<file path="src/core/dsr_pkg.sv">
// Package for the device status readback block.
// Assumes a single 40 MHz core clock and a plain register port.
package dsr_pkg;
  // ------------------------------------------------------------
  // Register map
  // ------------------------------------------------------------
  localparam logic [7:0] DSR_ADDR_STATE = 8'h08;
  localparam logic [7:0] DSR_ADDR_INT_STATUS = 8'h0C;
  localparam logic [7:0] DSR_ADDR_INT_MASK = 8'h10;
  localparam logic [7:0] DSR_ADDR_MODE_CTRL = 8'h14;
  // ------------------------------------------------------------
  // Field positions of the readback word
  // ------------------------------------------------------------
  localparam int DSR_BIT_DUPLEX = 0;
  localparam int DSR_BIT_LINK = 1;
  localparam int DSR_BIT_PORT_LO = 2;
  localparam int DSR_BIT_PAUSED = 4;
  localparam int DSR_BIT_SERDES = 5;
  localparam int DSR_BIT_SPEED_LO = 6;
  // ------------------------------------------------------------
  // Interrupt events and mode control fields
  // ------------------------------------------------------------
  localparam int DSR_EV_LINK_CHANGE = 0;
  localparam int DSR_EV_PAUSE_CHANGE = 1;
  localparam int DSR_EV_SPEED_SET = 2;
  localparam int DSR_EV_COUNT = 3;
  localparam int DSR_CTRL_FORCE_LINK = 0;
  localparam int DSR_CTRL_FORCE_SPEED = 1;
  localparam int DSR_CTRL_AUTO_SPEED = 2;
  localparam int DSR_CTRL_SPEED_LO = 3;
  localparam int DSR_CTRL_FORCE_DUPLEX = 5;
  localparam int DSR_CTRL_DUPLEX_VAL = 6;
  localparam int DSR_CTRL_WIDTH = 7;
  localparam logic [DSR_CTRL_WIDTH-1:0] DSR_CTRL_RESET = 7'h00;
  // ------------------------------------------------------------
  // Speed and port encodings
  // ------------------------------------------------------------
  localparam logic [1:0] DSR_SPEED_10 = 2'h0;
  localparam logic [1:0] DSR_SPEED_100 = 2'h1;
  localparam logic [1:0] DSR_SPEED_1000 = 2'h2;
  localparam logic [1:0] DSR_PORT_FIRST = 2'h0;
  localparam logic [1:0] DSR_PORT_SECOND = 2'h1;
endpackage : dsr_pkg

</file>
<file path="src/core/dsr_pause_if.sv">
// Interface carrying pause events between the top and the pause tracker.
// Assumes events are single-cycle pulses in the core clock domain.
`timescale 1ns/1ps
`default_nettype none
interface dsr_pause_if;
  logic xoff_rx;
  logic xon_rx;
  logic timer_expired;
  logic flow_enable;
  logic paused;
  modport tracker (input xoff_rx, input xon_rx, input timer_expired,
    input flow_enable, output paused);
  modport top (output xoff_rx, output xon_rx, output timer_expired,
    output flow_enable, input paused);
endinterface : dsr_pause_if
`default_nettype wire

</file>
<file path="src/core/dsr_pause_track.sv">
// Transmit pause tracker for the device status readback.
// Assumes pause events are single-cycle pulses on the core clock.
`timescale 1ns/1ps
`default_nettype none
module dsr_pause_track (
  input wire logic clk,
  input wire logic rst,
  dsr_pause_if.tracker pif
);
  logic paused_reg;

  // Clearing events beat a same-cycle pause request: the timer or
  // XON ends the pause, whichever comes first.
  always_ff @(posedge clk or posedge rst)
  begin
    if (rst)
    begin
      paused_reg <= 1'b0;
    end
    else if (!pif.flow_enable)
    begin
      paused_reg <= 1'b0;
    end
    else if (pif.timer_expired || pif.xon_rx)
    begin
      paused_reg <= 1'b0;
    end
    else if (pif.xoff_rx)
    begin
      paused_reg <= 1'b1;
    end
  end

  assign pif.paused = paused_reg;
endmodule : dsr_pause_track
`default_nettype wire

</file>
<file path="src/core/dsr_status.sv">
// Device status readback register bank with interrupt status and mask.
// Assumes a plain register port: one-cycle strobes, read data next cycle.
//
// The implementer's own choice: the strobed register port.
`timescale 1ns/1ps
`default_nettype none
// Operation
// - Duplex indicator at bit 0: 0 half, 1 full duplex.
// - Duplex comes from auto-negotiation result or software forced value.
// - Link-up flag at bit 1: 1 when a link is configured.
// - Without internal serializer, link-up is valid only with force-link set.
// - Serializer: negotiated link with autoneg, else mirrors force-link bit.
// - Internal PHY mode: link-up follows internal link signal.
// - Port identifier in bits 3:2: 00 first port, 01 second port.
// - Transmit-paused bit 4 sets on XOFF with symmetric flow control in full duplex.
// - Transmit-paused clears on pause timer expiry or XON, first wins.
// - Speed codes: 00 10M, 01 100M, 10/11 1000M; invalid in serializer.
// - Auto-speed configures speed only once after internal link asserts or auto-speed is set.
module dsr_status #(
  parameter int ADDR_WIDTH = 8
) (
  input wire logic clk,
  input wire logic rst,
  input wire logic [ADDR_WIDTH-1:0] addr,
  input wire logic [31:0] wdata,
  input wire logic wr_en,
  input wire logic rd_en,
  output logic [31:0] rdata,
  output logic irq,
  input wire logic second_port,
  input wire logic has_serializer,
  input wire logic interface_mode_select,
  input wire logic autoneg_enable,
  input wire logic autoneg_link_ok,
  input wire logic autoneg_full_duplex,
  input wire logic phy_link,
  input wire logic [1:0] phy_speed,
  input wire logic [1:0] detected_speed,
  input wire logic xoff_rx,
  input wire logic xon_rx,
  input wire logic pause_timer_expired,
  input wire logic symmetric_flow_enable
);
  // Only the low byte is decoded, so a narrower bus cannot be served
  if (ADDR_WIDTH < 8)
  begin : g_addr_width_check
    $error("dsr_status: ADDR_WIDTH must be at least 8");
  end

  // ------------------------------------------------------------
  // Mode control register and interrupt registers
  // ------------------------------------------------------------
  logic [dsr_pkg::DSR_CTRL_WIDTH-1:0] ctrl_reg;
  logic [dsr_pkg::DSR_EV_COUNT-1:0] int_status_reg;
  logic [dsr_pkg::DSR_EV_COUNT-1:0] int_mask_reg;
  logic [dsr_pkg::DSR_EV_COUNT-1:0] events;
  logic [31:0] rdata_reg;
  logic [31:0] state_word;
  logic [7:0] a8;
  logic force_link;
  logic force_speed;
  logic auto_speed;
  logic serdes;
  logic duplex;
  logic link_up;
  logic link_prev_reg;
  logic paused_prev_reg;
  logic [1:0] auto_speed_reg;
  logic auto_speed_done_reg;
  logic [1:0] speed;
  logic speed_set_pulse;

  assign a8 = addr[7:0];
  assign force_link = ctrl_reg[dsr_pkg::DSR_CTRL_FORCE_LINK];
  assign force_speed = ctrl_reg[dsr_pkg::DSR_CTRL_FORCE_SPEED];
  assign auto_speed = ctrl_reg[dsr_pkg::DSR_CTRL_AUTO_SPEED];

  always_ff @(posedge clk or posedge rst)
  begin
    if (rst)
    begin
      ctrl_reg <= dsr_pkg::DSR_CTRL_RESET;
    end
    else if (wr_en && a8 == dsr_pkg::DSR_ADDR_MODE_CTRL)
    begin
      ctrl_reg <= wdata[dsr_pkg::DSR_CTRL_WIDTH-1:0];
    end
  end

  always_ff @(posedge clk or posedge rst)
  begin
    if (rst)
    begin
      int_mask_reg <= '0;
    end
    else if (wr_en && a8 == dsr_pkg::DSR_ADDR_INT_MASK)
    begin
      int_mask_reg <= wdata[dsr_pkg::DSR_EV_COUNT-1:0];
    end
  end

  // ------------------------------------------------------------
  // Status derivation
  // ------------------------------------------------------------
  assign serdes = interface_mode_select;

  always_comb
  begin
    if (ctrl_reg[dsr_pkg::DSR_CTRL_FORCE_DUPLEX])
    begin
      duplex = ctrl_reg[dsr_pkg::DSR_CTRL_DUPLEX_VAL];
    end
    else
    begin
      duplex = autoneg_full_duplex;
    end
  end

  always_comb
  begin
    if (!has_serializer)
    begin
      link_up = force_link && phy_link;
    end
    else if (serdes)
    begin
      link_up = autoneg_enable ? autoneg_link_ok : force_link;
    end
    else
    begin
      link_up = phy_link;
    end
  end

  // Auto-speed result is latched once per link-up; later changes of
  // the detector are ignored until the internal link drops or auto-speed is cleared.
  always_ff @(posedge clk or posedge rst)
  begin
    if (rst)
    begin
      auto_speed_reg <= dsr_pkg::DSR_SPEED_10;
      auto_speed_done_reg <= 1'b0;
    end
    else if (!phy_link || !auto_speed)
    begin
      auto_speed_done_reg <= 1'b0;
    end
    else if (!auto_speed_done_reg)
    begin
      auto_speed_reg <= detected_speed;
      auto_speed_done_reg <= 1'b1;
    end
  end

  assign speed_set_pulse = auto_speed && phy_link && !auto_speed_done_reg;

  always_comb
  begin
    if (force_speed)
    begin
      speed = ctrl_reg[dsr_pkg::DSR_CTRL_SPEED_LO +: 2];
    end
    else if (auto_speed)
    begin
      speed = auto_speed_reg;
    end
    else
    begin
      speed = phy_speed;
    end
  end

  // ------------------------------------------------------------
  // Pause tracking
  // ------------------------------------------------------------
  dsr_pause_if pif ();
  assign pif.xoff_rx = xoff_rx && symmetric_flow_enable;
  assign pif.xon_rx = xon_rx;
  assign pif.timer_expired = pause_timer_expired;
  assign pif.flow_enable = symmetric_flow_enable && duplex;

  dsr_pause_track u_pause (
    .clk(clk),
    .rst(rst),
    .pif(pif.tracker)
  );

  // ------------------------------------------------------------
  // Readback word
  // ------------------------------------------------------------
  always_comb
  begin
    state_word = '0;
    state_word[dsr_pkg::DSR_BIT_DUPLEX] = duplex;
    state_word[dsr_pkg::DSR_BIT_LINK] = link_up;
    state_word[dsr_pkg::DSR_BIT_PORT_LO +: 2] = second_port ?
      dsr_pkg::DSR_PORT_SECOND : dsr_pkg::DSR_PORT_FIRST;
    state_word[dsr_pkg::DSR_BIT_PAUSED] = pif.paused;
    state_word[dsr_pkg::DSR_BIT_SERDES] = serdes;
    state_word[dsr_pkg::DSR_BIT_SPEED_LO +: 2] = speed;
  end

  // ------------------------------------------------------------
  // Interrupts
  // ------------------------------------------------------------
  always_ff @(posedge clk or posedge rst)
  begin
    if (rst)
    begin
      link_prev_reg <= 1'b0;
      paused_prev_reg <= 1'b0;
    end
    else
    begin
      link_prev_reg <= link_up;
      paused_prev_reg <= pif.paused;
    end
  end

  always_comb
  begin
    events = '0;
    events[dsr_pkg::DSR_EV_LINK_CHANGE] = link_up ^ link_prev_reg;
    events[dsr_pkg::DSR_EV_PAUSE_CHANGE] = pif.paused ^ paused_prev_reg;
    events[dsr_pkg::DSR_EV_SPEED_SET] = speed_set_pulse;
  end

  // A new event wins over a same-cycle write-one-to-clear.
  always_ff @(posedge clk or posedge rst)
  begin
    if (rst)
    begin
      int_status_reg <= '0;
    end
    else if (wr_en && a8 == dsr_pkg::DSR_ADDR_INT_STATUS)
    begin
      int_status_reg <= (int_status_reg &
        ~wdata[dsr_pkg::DSR_EV_COUNT-1:0]) | events;
    end
    else
    begin
      int_status_reg <= int_status_reg | events;
    end
  end

  assign irq = |(int_status_reg & int_mask_reg);

  // ------------------------------------------------------------
  // Read port; the readback word has no write decode at all
  // ------------------------------------------------------------
  always_ff @(posedge clk or posedge rst)
  begin
    if (rst)
    begin
      rdata_reg <= '0;
    end
    else if (rd_en)
    begin
      unique case (a8)
        dsr_pkg::DSR_ADDR_STATE: rdata_reg <= state_word;
        dsr_pkg::DSR_ADDR_INT_STATUS:
          rdata_reg <= {29'h0000000, int_status_reg};
        dsr_pkg::DSR_ADDR_INT_MASK:
          rdata_reg <= {29'h0000000, int_mask_reg};
        dsr_pkg::DSR_ADDR_MODE_CTRL: rdata_reg <= {25'h0000000, ctrl_reg};
        default: rdata_reg <= '0;
      endcase
    end
    else
    begin
      rdata_reg <= '0;
    end
  end

  assign rdata = rdata_reg;
endmodule : dsr_status
`default_nettype wire

</file>
<file path="config.mk">
export PLATFORM = sky130hd
export DESIGN_NAME = dsr_status
export DESIGN_NICKNAME = d
export VERILOG_FILES = /design/src/core/dsr_pkg.sv /design/src/core/dsr_pause_if.sv /design/src/core/dsr_pause_track.sv /design/src/core/dsr_status.sv
export SDC_FILE = /design/constraint.sdc
export NUM_CORES = 1
export LEC_CHECK = 0
export ABC_AREA = 1
export BUFFER_PORTS_ARGS = -buffer_cell sky130_fd_sc_hd__buf_2
export CAP_MARGIN = 5
export CORE_MARGIN = 2
export CORE_UTILIZATION = 46
export DETAILED_ROUTE_END_ITERATION = 8
export PLACE_DENSITY = 0.83
export SETUP_SLACK_MARGIN = 0.5
export SLEW_MARGIN = 20
export SYNTH_ARGS = -nofsm -noshare
export SYNTH_HDL_FRONTEND = slang
export SYNTH_SLANG_ARGS = --single-unit
export TNS_END_PERCENT = 100
</file>
<file path="constraint.sdc">
create_clock -name clk -period 1.9 [get_ports clk]
set_input_delay 0.19 -clock clk [delete_from_list [all_inputs] [get_ports clk]]
set_output_delay 0.19 -clock clk [all_outputs]
set_load 0.1 [all_outputs]
</file>
==> summary.txt <==
Power and ir drop
  – P_leak: approximately 1 nW
  – Total power draw: around 1.3 mW
  – Power density cells: 716 mW/mm^2
  – Peak supply drop: 483 uV

CTS
  – Root buffer cell: clkbuf_4
  – CTS tree: yes
  – Max Root-Sink Buffers: 2
  – Reg clk slew, reported paths: about 0.15 ns
  – Num CTS Buffers: 3
  – Worst-Skew Late Latency: roughly 0.33 ns
  – CTS H-Tree Depth: 1
  – # clock sinks: 27

Critical path
  – Startpoint type of the worst setup path: register
  – Worst setup path class: register to primary output
  – Critical path arrival: around 1.1 ns
  – Crit Reg-Reg Startpoint: ctrl_reg[0]
  – CP Max Fanout: 3
  – R2r worst-path depth: 6
  – Critical Path Sink Type: primary output
  – Reg2reg end: int_status_reg[0]
  – Internal reg-to-reg setup slack: approximately 0.65 ns
  – Crit path required time: between 1.5 and 2 ns

Min path
  – Hold path start: wdata[4]
  – Worst Hold Path EP: ctrl_reg[4]
  – Hold path depth: 3
  – Min-Delay Path Class: input port to register

STA
  – Setup_tns: 0 ns
  – Fmax: between 0.7 and 0.8 GHz
  – Final Max Slew Viols: 0
  – Final period util: between 60% and 70%
  – Clk_skew: 0.00719 ns
  – Final setup fails: 0
  – RSZ-0062 raised after global routing: no
  – Minimum clock period: 1.32 ns
  – Fin. Hold Viols: 0

Final layout
  – Nets@finish: around 300
  – Most frequent cells in the layout: 41 x buf_2, 39 x nand2_1, 27 x dfrtp_1
  – ANT cells: 0
  – Multi-input gate area: about 660 um^2
  – Fin cells: 278
  – Seq. cell area: a little under 700 um^2
  – Fillers: between 300 and 400
  – Commonest non-fill, non-tap cell in the layout: buf_2
  – Area delta synth->final: 14.6%
  – Share of cells above drive strength 1: between 20% and 30%
  – Max reg flops: 8

Drt
  – Via/cell ratio: 4.68
  – Wire per inst: around 11 um
  – Drt pass-1 iters: 6
  – DRC Markers: 0
  – Drt initial violations: 56
  – Routed WL: between 3 and 4 mm
  – Post-route ant nets: 0
  – Via count: roughly 1300

Yosys
  – Synth Warn #: 0
  – Yosys cell types: 24
  – Synthesized area: between 0.0015 and 0.002 mm^2
  – #FFs+latches synth: 27
  – Syn Inst Count: roughly 190
  – Syn_area_per_cell: roughly 8.2 um^2
  – Seq/Total Area, Yosys: 44.0%

Placement
  – Placed insts: ~270
  – RePlAce Congestion: 0.837
  – Buffers on Ports: 42
  – Hpwl dp: ~2.5 mm

Run status
  – Status: completed

Floorplanning
  – Die area: ~0.0038 mm^2
  – Die Ht: approximately 62 um
  – Initial Utilization: just under 50%
  – Std-Cell Core Area: ~0.0031 mm^2
  – Io pins: between 90 and 100
  – Num rows: 20
  – Die width: between 60 and 70 um

GRT
  – First-pass GRT wire length: between 4 and 5 mm
  – Largest net degree at the start of global routing: 28
  – Vias in the first global route: between 1000 and 1500
  – Tot GR Track Use: between 10% and 20%
  – Initial antenna violation count: 0
  – Final global-route overflow total: 0

Flow run
  – Max Cap Violations: 0
-- logic make-up (layout without fill, tap and decap cells) --
family / count (synthesis) / after routing / synth area share, %
mux: 2 / 2 / 1.47
xor+xnor: 2 / 2 / 1.14
compound gates: 23 / 23 / 8.64
buf+inv: 48 / 72 / 18.7
other cells: 1 / 24 / 0.244
flops: 27 / 27 / 44.0
simple gates: 84 / 84 / 25.8
-- worst max-delay path: stages, from the launching register on --
cell	delay (ns)
dfrtp_1	0.42
nand2_1	0.09
nand3_2	0.10
buf_12	0.18
-- cells in the mapped netlist --
master	instances	area share, %
nand2_1	39	9.5
o2111a_1	1	0.73
nand2_2	2	0.81
and2_1	1	0.41
nor2_4	2	1.5
mux2_2	2	1.5
conb_1	1	0.24
o21ai_0	14	4.6
nor2_2	1	0.41
nand2_4	1	0.73
xor2_1	1	0.57
or2_2	2	0.81
buf_12	1	1.3
inv_1	21	5.1
nor3_1	2	0.65
nor2_8	1	1.3
o21ai_2	3	1.7
buf_4	24	12
nor2_1	13	3.2
xnor2_1	1	0.57
inv_2	2	0.49
dfrtp_1	27	44
nand3_1	20	6.5
a21oi_1	5	1.6
-- metrics by stage --
step | instance area, um^2 | util (%) | worst slack, ns | hold slack, ns
after detailed placement | 1690 | 54.6 | 0.628 | 0.269
final | 1760 | 56.7 | 0.581 | 0.0428
after global placement | 1690 | 54.6 | 0.687 | 0.261
after global routing | 1760 | 56.7 | 0.514 | 0.0518
after floorplan | 1620 | - | 0.548 | 0.243
after CTS | 1730 | 55.9 | 0.502 | 0.0375
-- power breakdown --
part / switching, mW / internal (mW) / leakage [nW]
combinational: 0.317 / 0.0735 / 0.637
clock: 0.172 / 0.0792 / 0.0177
sequential: 0.0169 / 0.602 / 0.323
-- cell type report --
type | instances | area share [%]
clock buffers | 3 | 1.28
flip-flops and latches | 27 | 38.4
inverters | 23 | 4.91
clock inverters | 1 | 0.284
well taps | 44 | 3.13
multi-input cells | 135 | 37.8
repair buffers | 45 | 14.2
-- repair_timing --
item                                    in CTS  in global routing
resized for setup                            1                  4
endpoints found under the setup margin       1                  1
hold buffers                                 1                  0
buffers inserted                             0                  1
hold endpoints to repair                    27                  0
-- how the worst max path moves through the flow --
stage                            from           endpoint  slack [ns]  depth (start not counted)
floorplan           int_status_reg[0]                irq        0.55                          2
CTS                 int_status_reg[0]                irq        0.50                          3
detailed placement            addr[6]  int_status_reg[1]        0.63                          7
finish              int_status_reg[1]                irq        0.58                          3
global placement          ctrl_reg[0]           rdata[1]        0.69                          7
global route        int_status_reg[1]                irq        0.51                          3
-- routing by layer --
metal  global-route usage, %  vias to the layer above  wire [um]
met1                    22.8                      595       1300
met3                    2.07                        4        204
li1                        -                      635          -
met5                       0                        -          0
met2                    32.5                       68       1590
met4                    4.56                        0         38
No activity file was read; power rests on OpenSTA's default activity.
